$ cat src/logic/ebm_pkg.sv
// Purpose: Shared constants for the endpoint buffer map block.
// Assumes: APB with 32-bit data and 12-bit byte addresses.
// Notes:   Each register takes one aligned word.

package ebm_pkg;
	// ---------------------------------------------------------------
	// Register map
	// ---------------------------------------------------------------
	localparam logic [11:0] MOD123_ADDR  = 12'h000;
	localparam logic [11:0] MOD567_ADDR  = 12'h004;
	localparam logic [3:0]  EP_DMA_SUB   = 4'h0;
	localparam logic [3:0]  EP_LEN_SUB   = 4'h4;
	localparam logic [3:0]  EP_CTRL_SUB  = 4'h8;
	localparam logic [2:0]  EP_PID3      = 3'h2;

	// ---------------------------------------------------------------
	// Field positions
	// ---------------------------------------------------------------
	localparam int          MOD_RX       = 2;
	localparam int          MOD_TX       = 1;
	localparam int          MOD_DBL      = 0;
	localparam int          M567_RX      = 1;
	localparam int          M567_TX      = 0;
	localparam int          CTRL_RTOG    = 7;
	localparam int          CTRL_TTOG    = 6;
	localparam int          CTRL_AUTO    = 4;
	localparam int          LEN_PID3     = 7;

	// ---------------------------------------------------------------
	// Reset values and buffer offsets
	// ---------------------------------------------------------------
	localparam logic [8:0]  MOD123_RST   = 9'h000;
	localparam logic [5:0]  MOD567_RST   = 6'h00;
	localparam logic [15:0] DMA_RST      = 16'h0000;
	localparam logic [6:0]  LEN_RST      = 7'h00;
	localparam logic        PID3_RST     = 1'b0;
	localparam logic        TOG_RST      = 1'b0;
	localparam logic [7:0]  OFS_ZERO     = 8'h00;
	localparam logic [7:0]  OFS_HALF     = 8'h40;
	localparam logic [7:0]  OFS_TX_DBL   = 8'h80;
endpackage : ebm_pkg

$ cat src/logic/ep_cfg_if.sv
// Purpose: Carries one endpoint's selected mode into the decoder and offset out.
// Assumes: Driven combinationally from the register file.
// Notes:   No clocking block; plain nets only.

`timescale 1ns/10ps

interface ep_cfg_if;
	logic       rx_en;
	logic       tx_en;
	logic       dbl;
	logic       r_tog;
	logic       t_tog;
	logic       dir_tx;
	logic       blocked;
	logic [7:0] offset;

	modport src (output rx_en, tx_en, dbl, r_tog, t_tog, dir_tx);
	modport dec (input rx_en, tx_en, dbl, r_tog, t_tog, dir_tx, output blocked, offset);
	modport use_ (input blocked, offset);
endinterface : ep_cfg_if

$ cat src/logic/endpoint_buffer_map.sv
// Purpose: Register file and buffer address map for endpoints 1-3 and 5-7.
// Assumes: APB slave, zero wait states beyond one registered access cycle.
// Notes:   Packet engine asks for addresses and reports finished packets.

`timescale 1ns/10ps

module endpoint_buffer_map (
	// Clock and reset
	input  logic        clock,
	input  logic        rst_b,
	// APB slave
	input  logic        psel,
	input  logic        penable,
	input  logic        pwrite,
	input  logic [11:0] paddr,
	input  logic [31:0] pwdata,
	output logic [31:0] prdata,
	output logic        pready,
	output logic        pslverr,
	// Buffer address request from the packet engine
	input  logic        req_valid,
	input  logic [2:0]  req_ep,
	input  logic        req_tx,
	input  logic [5:0]  req_idx,
	output logic [15:0] buf_addr,
	output logic        buf_ack,
	output logic        buf_refused,
	output logic [6:0]  tx_count,
	// Packet completion from the packet engine
	input  logic        done_valid,
	input  logic [2:0]  done_ep,
	input  logic        done_tx,
	// Host mode token
	output logic        host_pid3
);
	// ---------------------------------------------------------------
	// Helpers
	// ---------------------------------------------------------------
	function automatic logic ep_ok(input logic [2:0] n);
		return (n != 3'h0) && (n != 3'h4);
	endfunction : ep_ok

	// Returns {rx, tx, dbl}; endpoints 5-7 never report double mode.
	function automatic logic [2:0] ep_mode(input logic [2:0] n, input logic [8:0] m123,
		input logic [5:0] m567);
		case (n)
			3'h1: ep_mode = m123[2:0];
			3'h2: ep_mode = m123[5:3];
			3'h3: ep_mode = m123[8:6];
			3'h5: ep_mode = {m567[1:0], 1'b0};
			3'h6: ep_mode = {m567[3:2], 1'b0};
			3'h7: ep_mode = {m567[5:4], 1'b0};
			default: ep_mode = 3'h0;
		endcase
	endfunction : ep_mode

	// ---------------------------------------------------------------
	// State
	// ---------------------------------------------------------------
	logic [8:0]  mod123_q;
	logic [8:0]  mod123_d;
	logic [5:0]  mod567_q;
	logic [5:0]  mod567_d;
	logic [15:0] dma_q [8];
	logic [15:0] dma_d [8];
	logic [6:0]  len_q [8];
	logic [6:0]  len_d [8];
	logic [7:0]  rtog_q;
	logic [7:0]  rtog_d;
	logic [7:0]  ttog_q;
	logic [7:0]  ttog_d;
	logic [7:0]  auto_q;
	logic [7:0]  auto_d;
	logic        pid3_q;
	logic        pid3_d;
	logic [31:0] prdata_q;
	logic [31:0] prdata_d;
	logic        pready_q;
	logic        pready_d;
	logic        pslverr_q;
	logic        pslverr_d;
	logic [6:0]  txc_q;
	logic [6:0]  txc_d;

	// ---------------------------------------------------------------
	// APB decode
	// ---------------------------------------------------------------
	logic        setup;
	logic        wr;
	logic [2:0]  a_ep;
	logic [3:0]  a_sub;
	logic        hit_ep;
	logic        hit;
	logic [31:0] rd;

	assign setup  = psel && !penable;
	assign wr     = psel && penable && pready_q && pwrite && !pslverr_q;
	assign a_ep   = paddr[6:4];
	assign a_sub  = paddr[3:0];
	assign hit_ep = (paddr[11:7] == 5'h00) && ep_ok(a_ep)
		&& (a_sub == ebm_pkg::EP_DMA_SUB || a_sub == ebm_pkg::EP_LEN_SUB
		|| a_sub == ebm_pkg::EP_CTRL_SUB);
	assign hit    = hit_ep || paddr == ebm_pkg::MOD123_ADDR
		|| paddr == ebm_pkg::MOD567_ADDR;

	always_comb begin
		rd = 32'h0000_0000;
		if (paddr == ebm_pkg::MOD123_ADDR) begin
			rd[8:0] = mod123_q;
		end else if (paddr == ebm_pkg::MOD567_ADDR) begin
			rd[5:0] = mod567_q;
		end else if (hit_ep && a_sub == ebm_pkg::EP_DMA_SUB) begin
			rd[15:0] = dma_q[a_ep];
		end else if (hit_ep && a_sub == ebm_pkg::EP_LEN_SUB) begin
			rd[6:0] = len_q[a_ep];
			rd[ebm_pkg::LEN_PID3] = (a_ep == ebm_pkg::EP_PID3) && pid3_q;
		end else if (hit_ep) begin
			rd[ebm_pkg::CTRL_RTOG] = rtog_q[a_ep];
			rd[ebm_pkg::CTRL_TTOG] = ttog_q[a_ep];
			rd[ebm_pkg::CTRL_AUTO] = auto_q[a_ep];
		end
	end

	always_comb begin
		pready_d  = setup;
		pslverr_d = setup && !hit;
		prdata_d  = setup ? rd : prdata_q;
	end

	// ---------------------------------------------------------------
	// Endpoint configuration for the current request
	// ---------------------------------------------------------------
	ep_cfg_if cfg ();
	logic [2:0]  sel_mode;

	assign sel_mode   = ep_mode(req_ep, mod123_q, mod567_q);
	assign cfg.rx_en  = sel_mode[ebm_pkg::MOD_RX];
	assign cfg.tx_en  = sel_mode[ebm_pkg::MOD_TX];
	assign cfg.dbl    = sel_mode[ebm_pkg::MOD_DBL];
	assign cfg.r_tog  = rtog_q[req_ep];
	assign cfg.t_tog  = ttog_q[req_ep];
	assign cfg.dir_tx = req_tx;

	ep_mode_decode u_decode (
		.cfg (cfg.dec)
	);

	buf_addr_gen u_addr (
		.clock     (clock),
		.rst_b     (rst_b),
		.req_valid (req_valid),
		.start     (dma_q[req_ep]),
		.idx       (req_idx),
		.cfg       (cfg.use_),
		.addr_q    (buf_addr),
		.ack_q     (buf_ack),
		.refused_q (buf_refused)
	);

	// ---------------------------------------------------------------
	// Register updates
	// ---------------------------------------------------------------
	// A write and a finished packet in one cycle both count: the flip is
	// applied on top of the written value so no packet is lost.
	always_comb begin
		mod123_d = mod123_q;
		mod567_d = mod567_q;
		dma_d    = dma_q;
		len_d    = len_q;
		rtog_d   = rtog_q;
		ttog_d   = ttog_q;
		auto_d   = auto_q;
		pid3_d   = pid3_q;
		txc_d    = txc_q;
		if (wr && paddr == ebm_pkg::MOD123_ADDR) begin
			mod123_d = pwdata[8:0];
		end
		if (wr && paddr == ebm_pkg::MOD567_ADDR) begin
			mod567_d = pwdata[5:0];
		end
		if (wr && hit_ep && a_sub == ebm_pkg::EP_DMA_SUB) begin
			dma_d[a_ep] = pwdata[15:0];
		end
		if (wr && hit_ep && a_sub == ebm_pkg::EP_LEN_SUB) begin
			len_d[a_ep] = pwdata[6:0];
			if (a_ep == ebm_pkg::EP_PID3) begin
				pid3_d = pwdata[ebm_pkg::LEN_PID3];
			end
		end
		if (wr && hit_ep && a_sub == ebm_pkg::EP_CTRL_SUB) begin
			rtog_d[a_ep] = pwdata[ebm_pkg::CTRL_RTOG];
			ttog_d[a_ep] = pwdata[ebm_pkg::CTRL_TTOG];
			auto_d[a_ep] = pwdata[ebm_pkg::CTRL_AUTO];
		end
		if (done_valid && ep_ok(done_ep) && auto_q[done_ep]) begin
			if (done_tx) begin
				ttog_d[done_ep] = !ttog_d[done_ep];
			end else begin
				rtog_d[done_ep] = !rtog_d[done_ep];
			end
		end
		if (req_valid && req_tx) begin
			txc_d = len_q[req_ep];
		end
	end

	always_ff @(posedge clock or negedge rst_b) begin
		if (!rst_b) begin
			mod123_q  <= ebm_pkg::MOD123_RST;
			mod567_q  <= ebm_pkg::MOD567_RST;
			dma_q     <= '{default: ebm_pkg::DMA_RST};
			len_q     <= '{default: ebm_pkg::LEN_RST};
			rtog_q    <= {8{ebm_pkg::TOG_RST}};
			ttog_q    <= {8{ebm_pkg::TOG_RST}};
			auto_q    <= 8'h00;
			pid3_q    <= ebm_pkg::PID3_RST;
			prdata_q  <= 32'h0000_0000;
			pready_q  <= 1'b0;
			pslverr_q <= 1'b0;
			txc_q     <= ebm_pkg::LEN_RST;
		end else begin
			mod123_q  <= mod123_d;
			mod567_q  <= mod567_d;
			dma_q     <= dma_d;
			len_q     <= len_d;
			rtog_q    <= rtog_d;
			ttog_q    <= ttog_d;
			auto_q    <= auto_d;
			pid3_q    <= pid3_d;
			prdata_q  <= prdata_d;
			pready_q  <= pready_d;
			pslverr_q <= pslverr_d;
			txc_q     <= txc_d;
		end
	end

	assign prdata    = prdata_q;
	assign pready    = pready_q;
	assign pslverr   = pslverr_q;
	assign tx_count  = txc_q;
	assign host_pid3 = pid3_q;

	// ---------------------------------------------------------------
	// Checks
	// ---------------------------------------------------------------
	ready_timing_a: assert property (@(posedge clock) disable iff (!rst_b)
		setup |=> pready ##1 !pready)
		else $error("APB ready is not a single cycle after setup");
	unmapped_err_a: assert property (@(posedge clock) disable iff (!rst_b)
		setup && !hit |=> pslverr && pready)
		else $error("unmapped address did not raise pslverr");
	rx_flip_a: assert property (@(posedge clock) disable iff (!rst_b)
		done_valid && !done_tx && ep_ok(done_ep) && auto_q[done_ep] && !wr
		|=> rtog_q[$past(done_ep)] != $past(rtog_q[done_ep]))
		else $error("receive toggle did not flip after a good packet");
	tx_flip_a: assert property (@(posedge clock) disable iff (!rst_b)
		done_valid && done_tx && ep_ok(done_ep) && auto_q[done_ep] && !wr
		|=> ttog_q[$past(done_ep)] != $past(ttog_q[done_ep]))
		else $error("transmit toggle did not flip after a good packet");
	tog_hold_a: assert property (@(posedge clock) disable iff (!rst_b)
		!wr && !done_valid |=> $stable(rtog_q) && $stable(ttog_q))
		else $error("toggle changed with no cause");
	len_rsvd_a: assert property (@(posedge clock) disable iff (!rst_b)
		setup && hit_ep && a_sub == ebm_pkg::EP_LEN_SUB && a_ep != ebm_pkg::EP_PID3
		|=> prdata[7] == 1'b0)
		else $error("transmit length bit 7 read as one");
	mod567_rsvd_a: assert property (@(posedge clock) disable iff (!rst_b)
		pready && !pslverr |-> !(($past(paddr) == ebm_pkg::MOD567_ADDR) && |prdata[7:6]))
		else $error("upper mode reserved bits read as one");
	dbl_mask_a: assert property (@(posedge clock) disable iff (!rst_b)
		req_valid && req_ep > 3'h4 && !cfg.blocked
		|-> cfg.offset == ((req_tx && cfg.rx_en) ? ebm_pkg::OFS_HALF : ebm_pkg::OFS_ZERO))
		else $error("endpoints 5 to 7 left single buffering");
	txc_load_a: assert property (@(posedge clock) disable iff (!rst_b)
		req_valid && req_tx |=> tx_count == $past(len_q[req_ep]))
		else $error("transmit count not loaded for IN request");
endmodule : endpoint_buffer_map

$ cat src/logic/ep_mode_decode.sv
// Purpose: Turns enables, buffer mode and toggles into a buffer offset.
// Assumes: Double mode is already masked off for endpoints without it.
// Notes:   Purely combinational.

`timescale 1ns/10ps

module ep_mode_decode (
	// Mode in, offset out
	ep_cfg_if.dec cfg
);
	always_comb begin
		cfg.blocked = 1'b0;
		cfg.offset  = ebm_pkg::OFS_ZERO;
		if (!cfg.rx_en && !cfg.tx_en) begin
			cfg.blocked = 1'b1;
		end else if (cfg.dir_tx) begin
			if (!cfg.tx_en) begin
				cfg.blocked = 1'b1;
			end else if (cfg.rx_en && cfg.dbl) begin
				cfg.offset = cfg.t_tog ? (ebm_pkg::OFS_TX_DBL | ebm_pkg::OFS_HALF)
					: ebm_pkg::OFS_TX_DBL;
			end else if (cfg.rx_en) begin
				cfg.offset = ebm_pkg::OFS_HALF;
			end else if (cfg.dbl && cfg.t_tog) begin
				cfg.offset = ebm_pkg::OFS_HALF;
			end
		end else begin
			if (!cfg.rx_en) begin
				cfg.blocked = 1'b1;
			end else if (cfg.dbl && cfg.r_tog) begin
				cfg.offset = ebm_pkg::OFS_HALF;
			end
		end
	end
endmodule : ep_mode_decode

$ cat src/logic/buf_addr_gen.sv
// Purpose: Registers the buffer access address for one request.
// Assumes: Offset and blocked settle within the request cycle.
// Notes:   Answer comes one cycle after the request.

`timescale 1ns/10ps

module buf_addr_gen (
	// Clock and reset
	input  logic        clock,
	input  logic        rst_b,
	// Request
	input  logic        req_valid,
	input  logic [15:0] start,
	input  logic [5:0]  idx,
	ep_cfg_if.use_      cfg,
	// Answer
	output logic [15:0] addr_q,
	output logic        ack_q,
	output logic        refused_q
);
	logic [15:0] addr_d;
	logic        ack_d;
	logic        refused_d;

	always_comb begin
		addr_d    = addr_q;
		ack_d     = req_valid && !cfg.blocked;
		refused_d = req_valid && cfg.blocked;
		if (ack_d) begin
			addr_d = 16'(start + {8'h00, cfg.offset} + {10'h000, idx});
		end
	end

	always_ff @(posedge clock or negedge rst_b) begin
		if (!rst_b) begin
			addr_q    <= 16'h0000;
			ack_q     <= 1'b0;
			refused_q <= 1'b0;
		end else begin
			addr_q    <= addr_d;
			ack_q     <= ack_d;
			refused_q <= refused_d;
		end
	end

	addr_sum_a: assert property (@(posedge clock) disable iff (!rst_b)
		ack_q |-> addr_q == 16'($past(start) + {8'h00, $past(cfg.offset)}
			+ {10'h000, $past(idx)}))
		else $error("buffer address is not start plus offset plus index");
	refuse_blocked_a: assert property (@(posedge clock) disable iff (!rst_b)
		req_valid && cfg.blocked |=> refused_q && !ack_q)
		else $error("blocked endpoint was not refused");
	answer_once_a: assert property (@(posedge clock) disable iff (!rst_b)
		!req_valid |=> !ack_q && !refused_q)
		else $error("answer without a request");
endmodule : buf_addr_gen

$ cat config.mk
export PLATFORM = sky130hd
export DESIGN_NAME = endpoint_buffer_map
export DESIGN_NICKNAME = d
export VERILOG_FILES = /design/src/logic/ebm_pkg.sv /design/src/logic/ep_cfg_if.sv /design/src/logic/endpoint_buffer_map.sv /design/src/logic/ep_mode_decode.sv /design/src/logic/buf_addr_gen.sv
export SDC_FILE = /design/constraint.sdc
export NUM_CORES = 1
export LEC_CHECK = 0
export BUFFER_PORTS_ARGS = -buffer_cell sky130_fd_sc_hd__buf_2
export CORE_MARGIN = 3
export CORE_UTILIZATION = 30
export CTS_BUF_LIST = sky130_fd_sc_hd__clkbuf_8
export CTS_CLUSTER_DIAMETER = 200
export CTS_CLUSTER_SIZE = 25
export DETAILED_ROUTE_END_ITERATION = 12
export SYNTH_ARGS = -nofsm -noshare
export SYNTH_HDL_FRONTEND = slang
export SYNTH_HIERARCHICAL = 1
export SYNTH_SLANG_ARGS = --single-unit
export TNS_END_PERCENT = 100
$ cat constraint.sdc
create_clock -name clock -period 3.4 [get_ports clock]
set_input_delay 0 -clock clock [delete_from_list [all_inputs] [get_ports clock]]
set_output_delay 0 -clock clock [all_outputs]
set_load 0.01 [all_outputs]
==> flow_summary.toml, run 1 <==
[finish]
drive_gt1_share_pct = 36.6
multi_input_area_sq_um = 7060
fill_cells = 4698
final_util_pct = 34.0
stdcell_area_sq_um = 16000
nets = 1326
layout_common_cells = "dfrtp_1, mux2_2, nand2_1, buf_2, mux4_2"
ff_latch_area_sq_um = 6680
final_common_cell = "dfrtp_1"
syn_to_final_growth_pct = 10.8

[critical_path]
arrival_ns = 3.68
cp-end-kind = "register"
path_class = "reg -> reg"
critPathRequiredTime_ns = 3.88
path_max_fanout = 4
crit_start = "dma_q[49]"
start_kind = "register"
rr_startpoint = "dma_q[49]"

[worst_hold_path]
hold_path.class = "in -> async"

[timing]
setup_violations = 0
tightest_slew_ns = 1.11
fmax_mhz = 313
skew_ns = 0.0245
max_slew_margin_pct = 26.1
min_period_over_period_pct = 94.1
slew_violations = 0
hold_ws_ns = -0.0106
finalCriticalPeriod_ns = 3.20
finalHoldViolCount = 1

[synthesis]
ys.flop_type = "dfrtp_1"
syn_avg_cell_area_sq_um = 12.2
synth_seq_cells = 267
synth_cells = 1182
yosysUniqueCellTypes = 81
ys_warn_count = 6
ys_seq_area_share_pct = 46.3
synth_edf_count = 0
syn-cell-area_sq_um = 14400
ys_async_sr_fraction_pct = 100

[detailed_routing]
detail_route.vias_per_cell = 5.34
ant_nets = 0
drc = 0
finalWirelength_um = 41400
firstDrtPassIters = 5
drt_iter0_markers = 751
via_count = 9881
avgRoutedWirePerCell_um = 22.3

[placed_design]
dp_hpwl_um = 29000
place_area_sq_um = 15400
io_buffer_count = 92
place.gp.congestion = 0.855

[pwr]
peakVddDrop_mv = 0.179
p_sw_mw = 1.48
pwr-share-clk_pct = 26.5
power_density_nw_per_um2 = 334
seqPwrFrac_pct = 60.8
combPwrFrac_pct = 12.7
swShare_pct = 27.6
p_leak_nw = 7.40
power.internal_mw = 3.87

[clocking]
clockBufferDepth = 3
clk_pin_slew_ns = 0.17
tritoncts = "yes"
cts_made_buffers = 14
clkSinkCount = 267
htree_levels = 1
root_buffer = "clkbuf_8"
clock_latency_ns = 0.55

[global_route]
busiest_layer = "met2"
grt_pass1_vias = 9856
grt_use_met3_pct = 2.21
grt_max_degree = 101
met1_usage_pct = 22.7
antenna_found_initial = 1
grt.overflow.total = 0
grtUsageTotal_pct = 16.1
grt.met2_usage_pct = 26.3
grt_pass1_wl_um = 62800

[die]
io_pins = 125
dieHeight_um = 225
placementRows = 79
dieArea_sq_um = 50800
initial_utilization_pct = 30.7
core_area_sq_um = 47100
fp.dieW_um = 225

[run_status]
status = "complete, but fails checks"
violations = "negative hold slack"

[flow_run]
maxCapViolCount = 0
## cells in the mapped netlist (12+ instances only)
library cell	n	share of area [%]
dfrtp_1	267	46
mux2_2	198	15
nand2_1	122	3.2
clkbuf_1	87	2.3
mux4_2	63	9.8
nor2_1	30	0.78
mux2i_1	29	2.0
o21ai_0	28	0.97
buf_4	27	1.4
buf_2	23	0.80
o22ai_1	22	0.95
a21oi_1	17	0.59
inv_1	16	0.42
xor2_1	16	0.97
nand3_1	13	0.45
o21ai_1	13	0.45
o221ai_1	13	0.79
a221oi_1	12	0.73
nor2b_1	12	0.52
## power by group through the flow
stage	Sequential (mW)	Clock [mW]	Combinational [mW]
floorplan	3.32	0	0.342
global placement	3.31	0	0.641
detailed placement	3.31	0	0.645
CTS	3.25	1.47	0.675
global route	3.26	1.58	0.739
finish	3.25	1.42	0.677
## critical path: stages, from the launching register on
cell and delay [ns]:
dfrtp_1 0.43, mux4_2 0.45, nand2_1 0.09, nand2_1 0.13, fa_1 0.55, ha_2 0.21
inv_1 0.06, fa_2 0.34, nand2b_4 0.17, a211oi_4 0.29, o211ai_1 0.13, xor2_1 0.16
o21ai_1 0.12
## per-layer routing
| layer | routed length, um | share of wire (%) | up-vias |
|---|---|---|---|
| met5 | 0 | 0 | - |
| met4 | 1080 | 2.6 | 0 |
| met3 | 1980 | 4.8 | 58 |
| met2 | 19800 | 48 | 286 |
| met1 | 18500 | 45 | 5166 |
| li1 | - | - | 4371 |
## sequential cells by signal, summed over array words and instances, names as in the netlist
register and cells:
mod123_q 9, mod567_q 6, host_pid3 1, u_addr/refused_q 1, pslverr 1, u_addr/addr_q 16
pready 1, dma_q 128, rtog_q 8, u_addr/ack_q 1, auto_q 8, ttog_q 8
prdata 16, tx_count 7, len_q 56
## final timing paths
| path | end | slack, ns | cells after the start |
|---|---|---|---|
| min | u_addr/ack_q | -0.01 | 2 |
| min reg2reg | len_q[54] | 0.40 | 0 |
| max in group asynchronous | auto_q[2] | 2.41 | 3 |
| min in group clock | prdata[0] | 0.01 | 4 |
| max | u_addr/addr_q[11] | 0.20 | 12 |
| max reg2reg | u_addr/addr_q[11] | 0.20 | 12 |
## per-stage QoR
stage / cells / TNS, ns / total power, mW / hold slack [ns] / setup WS, ns
CTS: 1851 / 0 / 5.40 / 0.00248 / 0.0490
finish: 1852 / 0 / 5.34 / -0.0106 / 0.200
floorplan: 1202 / 0 / 3.67 / -0.296 / 0.0881
detailed placement: 1801 / 0 / 3.96 / 0.0261 / 0.0611
global route: 1851 / -0.00916 / 5.58 / 0.0275 / -0.00916
global placement: 1801 / 0 / 3.95 / 0.0182 / 0.0683
## kinds of logic after synthesis
| family | count (synthesis) | share of synthesized area (%) |
|---|---|---|
| adder cells (fa/ha/maj) | 17 | 1.84 |
| XOR/XNOR | 25 | 1.52 |
| AND/OR/NAND/NOR | 254 | 9.52 |
| other | 2 | 0.0521 |
| flip-flops | 267 | 46.3 |
| buffers and inverters | 164 | 5.46 |
| AO/OA/AOI/OAI | 163 | 8.00 |
| multiplexers | 290 | 27.3 |
## cell type report
class | instances | area share (%)
repair buffers | 171 | 7.45
inverters | 19 | 0.446
flip-flops and latches | 267 | 41.8
well taps | 607 | 4.75
clock inverters | 1 | 0.0548
clock buffers | 15 | 1.29
multi-input cells | 771 | 44.2
diodes | 1 | 0.0157
## what timing repair did
action | 4_1_cts | 5_1_grt
gates resized for setup | 0 | 9
setup endpoints to repair | 0 | 5
buffers inserted | 0 | 0
hold endpoints to repair | 246 | 0
hold buffers | 34 | 0
Power figures use the tool's default switching activity.
==> run 2, diff against run 1 <==
CAP_MARGIN = 15   (was default)
SYNTH_HIERARCHICAL = default   (was 1)
==> run 2 against run 1 <==
- the run now ends clean
- synthesized cell count is 4.9% lower
- sequential power hardly changed
- flip-flop and latch count is 1 lower
- maximum frequency hardly changed
- critical endpoint is now u_addr.addr_q[11]
- largest power group unchanged
==> flow_summary.toml, run 2 <==
[synthesis]
synth_cells = 1124
ys.flop_type = "dfrtp_1"
synth_seq_cells = 266
ys_seq_area_share_pct = 47.3
synth_edf_count = 0
syn_avg_cell_area_sq_um = 12.5
ys_warn_count = 0
ys_top_cells_by_count = "dfrtp_1, mux2_2, clkbuf_1"
ys_async_sr_fraction_pct = 100
synth_top_cell_by_area = "dfrtp_1"
yosysUniqueCellTypes = 74
synth_top_cells_by_area = "dfrtp_1, mux2_2, mux4_2"
synth_top_area_share_pct = 47.3
synth_most_common_cell = "dfrtp_1"
syn-cell-area_sq_um = 14100

[global_route]
grtUsageTotal_pct = 15.6
grt.overflow.total = 0
grt_pass1_vias = 9632
grt_pass1_wl_um = 60900
antenna_found_initial = 2
grt_max_degree = 85

[critical_path]
start_kind = "register"
cp-end-kind = "register"
path_max_fanout = 5
path_class = "reg -> reg"
arrival_ns = 3.62
critPathRequiredTime_ns = 3.83

[detailed_routing]
ant_nets = 0
dr_wl_met3_um = 2440
avgRoutedWirePerCell_um = 22.0
route.met2.wl_um = 17900
drt_iter0_markers = 845
detail_route.vias_per_cell = 5.26
firstDrtPassIters = 4
finalWirelength_um = 39300
via_count = 9374
drc = 0
wl_met1_um = 18300
dr.max_layer_used = "met4"

[pwr]
peakVddDrop_mv = 0.287
p_leak_nw = 7.19
total_power_mw = 5.32
power_density_nw_per_um2 = 342

[clocking]
clkSinkCount = 266
clockBufferDepth = 3
htree_levels = 1
clk_pin_slew_ns = 0.17
root_buffer = "clkbuf_8"
cts_made_buffers = 14
clock_latency_ns = 0.57
cts-resized-gates = 0
tritoncts = "yes"
postCtsSetupBuffers = 0

[finish]
multi_input_area_sq_um = 6720
nets = 1255
final_common_cell = "dfrtp_1"
final_util_pct = 33.9
fill_cells = 4585
reg_top3 = "dma_q: 128 flops, len_q: 56 flops"
ff_latch_area_sq_um = 6660
layout_common_cells = "dfrtp_1, mux2_2, buf_2, mux2_4, mux2i_1"
top_register = "dma_q"
largest_reg_flops = 128
drive_gt1_share_pct = 33.6
syn_to_final_growth_pct = 10.4

[placed_design]
io_buffer_count = 92
dp_slack_ns = 0.272
dp_hpwl_um = 26800
place.gp.congestion = 0.871

[timing]
rsz0062_at_grt = "no"
finalSetupTns_ns = 0
slew_violations = 0
finalCriticalPeriod_ns = 3.20
setup_violations = 0
fmax_mhz = 313
hold_ws_ns = 0.00955
max_slew_margin_pct = 33.9
skew_ns = 0.0413
fin_ws_ns = 0.200
finalHoldViolCount = 0
tightest_slew_ns = 0.967
min_period_over_period_pct = 94.1

[die]
core_area_sq_um = 45900
placementRows = 78
fp.dieW_um = 222
initial_utilization_pct = 30.7
io_pins = 125
dieArea_sq_um = 49500
dieHeight_um = 222

[worst_hold_path]
hold_path.class = "in -> reg"

[flow_run]
maxCapViolCount = 0

[run_status]
status = "complete, no violations"
## run 2: cell count changes after synthesis, moves of 13 or more
cell     previous run  this run
mux2_2            198       119
nand2_1           122        51
mux2_4              0        60
mux2i_1            29        56
nor2_1             30        52
a21oi_1            17        38
nor3_1              8        21
## run 2: final cells by class
type	instances	share of cell area, %
flip-flops and latches	266	42.9
inverters	9	0.218
multi-input cells	726	43.2
well taps	600	4.83
diodes	2	0.0322
repair buffers	164	7.41
clock inverters	1	0.0725
clock buffers	15	1.33
## run 2: final timing paths
kind                        startpoint           endpoint  slack (ns)  cells past startpoint
min reg2reg                  len_q[52]          len_q[52]        0.39                      0
min in group asynchronous        rst_b        tx_count[4]        0.04                      3
min                               psel          prdata[1]        0.01                      5
max                        mod567_q[5]  u_addr.addr_q[11]        0.20                     11
max reg2reg                mod567_q[5]  u_addr.addr_q[11]        0.20                     11
max in group asynchronous        rst_b         prdata[10]        2.78                      3
## run 2: per-layer routing
layer	vias to the layer above	global-route usage, %
met3	43	2.80
met1	4834	23.0
li1	4186	-
met4	0	2.73
met5	-	0
met2	311	24.4
## run 2: stage by stage
step	instance area (sq um)	cells
floorplan	14100	1139
global placement	14900	1726
detailed placement	14900	1726
CTS	15500	1781
global route	15500	1782
finish	15500	1783
## run 2: where the power goes
group	internal, mW	switching (mW)
registers	3.22	0.0458
logic	0.230	0.394
clock network	0.413	1.01
total	3.87	1.45
## run 2: cell families after synthesis
kind of cell / synth area share, %
adders and majority gates: 0.854
buffers and inverters: 5.35
xor gates and xnor gates: 1.31
DFF: 47.3
AOI/OAI and AO/OA: 8.56
other: 0.0267
and+or+nand+nor: 8.47
muxes: 28.1
## run 2: what timing repair did
action / 4_1_cts / 5_1_grt
hold endpoints to repair: 384 / 0
hold buffers: 39 / 0
endpoints found under the setup margin: 0 / 0
## run 2: critical path, cell delays in order, from the launching register on
cell and delay [ns]:
dfrtp_1 0.44, mux4_2 0.48, and2_1 0.21, o21bai_1 0.18
o22ai_1 0.17, o22ai_1 0.16, ha_1 0.37, or3_1 0.13
o21ai_0 0.20, nor4b_1 0.45, xor2_1 0.18, o21ai_0 0.08
==> run 3, diff against run 2 <==
PLACE_DENSITY = 0.5   (was default)
RECOVER_POWER = 100   (was default)
==> run 3 against run 2 <==
- the flow now finishes with violations (max-capacitance violations, max-slew violations)
- sequential share of layout area increased by 0.94 points
- critical endpoint unchanged
- non-clock buffer count increased by 5
- first-iteration DRC count decreased by 18%
- sequential power about the same
- global-route usage increased by 0.62 points
==> flow_summary.toml, run 3 (synthesis gave the netlist of run 2 again) <==
[timing]
rsz0062_at_grt = "no"
finalCriticalPeriod_ns = 3.14
finalHoldViolCount = 0
setup_violations = 0
fin_ws_ns = 0.256
min_period_over_period_pct = 92.5
max_slew_margin_pct = -21.3
fmax_mhz = 318
skew_ns = 0.0234
finalSetupTns_ns = 0
slew_violations = 115
tightest_slew_ns = 1.82

[detailed_routing]
route.met2.wl_um = 18500
wl_met1_um = 19600
drt_iter0_markers = 690
firstDrtPassIters = 5
drc = 0
finalWirelength_um = 40900
dr_wl_met3_um = 2220
dr.max_layer_used = "met4"
via_count = 9293
ant_nets = 0
avgRoutedWirePerCell_um = 22.9
detail_route.vias_per_cell = 5.20

[critical_path]
crit_family = "compound AO/OA/AOI/OAI gates"
worstRegToRegCells = 11
cp.depth = 11
path_max_fanout = 5
path_buf_inv = 0
slowest_stage = "mux4_2"
cp-end-kind = "register"
arrival_ns = 3.61
start_kind = "register"
cp_cell_sequence = "mux4_2 -> and2_1 -> o21bai_1 -> o22ai_1 -> o22ai_1 -> ha_1 -> or3_1 -> o21ai_0 -> nor4b_2 -> xor2_1 -> o21ai_0"
critPathRequiredTime_ns = 3.86
path_class = "reg -> reg"
slowest_delay_ns = 0.47
r2r_slack_ns = 0.26

[placed_design]
dp_slack_ns = 0.228
dp_hpwl_um = 28100
io_buffer_count = 92
place.gp.congestion = 0.845
place_area_sq_um = 14900

[finish]
drive_gt1_share_pct = 24.2
syn_to_final_growth_pct = 8.09
reg_top3 = "dma_q: 128 flops, len_q: 56 flops"
nets = 1260
stdcell_area_sq_um = 15200
final_common_cell = "dfrtp_1"
top_register = "dma_q"
fill_cells = 4665
layout_common_cells = "dfrtp_1, mux2_2, nor2_1, mux2i_1, nand2_1"
largest_reg_flops = 128

[clocking]
clock_latency_ns = 0.55
postCtsSetupBuffers = 0
htree_levels = 1
root_buffer = "clkbuf_8"
clk_pin_slew_ns = 0.16
clockBufferDepth = 3
cts_made_buffers = 14
tritoncts = "yes"
clkSinkCount = 266

[die]
placementRows = 78
core_area_sq_um = 45900
dieHeight_um = 222
dieArea_sq_um = 49500
io_pins = 125
initial_utilization_pct = 30.7
fp.dieW_um = 222

[global_route]
grt_pass1_vias = 9465
grt_max_degree = 107
grtUsageTotal_pct = 16.3
grt.overflow.total = 0
grt_pass1_wl_um = 62400
antenna_found_initial = 1

[pwr]
total_power_mw = 5.32
peakVddDrop_mv = 0.203
power_density_nw_per_um2 = 350
p_leak_nw = 6.87

[run_status]
status = "complete, but fails checks"
violations = "max-capacitance violations, max-slew violations"

[worst_hold_path]
hold_path.class = "in -> reg"
hold_depth = 3

[flow_run]
maxCapViolCount = 3
[run 3: changes by cell type in the layout (fill, tap and decap cells not counted), moves of 2 or more]
cell and change:
dlygate4sd3_1 +7, nor2_8 -6, mux2_1 +49, clkbuf_1 +50, nor2_1 +7, buf_2 -47, buf_4 -5, mux2_4 -47
mux2_2 -2
[run 3: metal layers]
metal / track usage [%] / vias to the layer above
met5: 0 / -
met4: 2.87 / 0
met3: 2.34 / 34
met2: 25.0 / 257
met1: 24.6 / 4803
li1: - / 4199
[run 3: final timing paths]
path	endpoint	from
setup / recovery	u_addr.addr_q[11]	mod123_q[8]
hold / removal	ttog_q[5]	pwdata[6]
setup reg to reg	u_addr.addr_q[11]	mod123_q[8]
hold reg to reg	ttog_q[4]	ttog_q[4]
max in group asynchronous	len_q[42]	rst_b
min in group asynchronous	u_addr.addr_q[1]	rst_b
[run 3: power breakdown]
| part | total, mW | leakage (nW) | switching [mW] | internal, mW |
|---|---|---|---|---|
| Combinational | 0.621 | 3.09 | 0.394 | 0.228 |
| Sequential | 3.27 | 3.66 | 0.0469 | 3.23 |
| Clock | 1.43 | 0.114 | 1.01 | 0.413 |
| Total | 5.32 | 6.87 | 1.46 | 3.87 |
[run 3: final cells by class]
class	instances	area, sq um	area share, %
Timing Repair Buffer	169	1110	7.30
Clock buffer	15	206	1.36
Inverter	9	33.8	0.222
Multi-Input combinational cell	726	6430	42.3
Tap cell	600	751	4.94
Sequential cell	266	6660	43.8
Antenna cell	1	2.50	0.0165
Clock inverter	1	11.3	0.0741
[run 3: stage by stage]
step	util, %	instances	hold WS [ns]
2_1_floorplan	-	1139	-0.296
3_3_place_gp	32.5	1725	0.0135
3_5_place_dp	32.5	1725	0.0115
4_1_cts	33.9	1786	0.00287
5_1_grt	33.1	1786	0.0178
6_report	33.1	1787	0.0453
[run 3: worst register-to-register path, stage by stage (launching register included)]
cell      delay [ns]
dfrtp_1         0.44
mux4_2          0.47
and2_1          0.20
o21bai_1        0.17
o22ai_1         0.17
o22ai_1         0.14
ha_1            0.35
or3_1           0.37
o21ai_0         0.27
nor4b_2         0.14
xor2_1          0.16
o21ai_0         0.18
[run 3: timing repair]
action                     in CTS  in global routing
gates resized for setup         0                  2
hold endpoints to repair      312                  0
setup endpoints to repair       0                  2
hold buffers                   45                  0
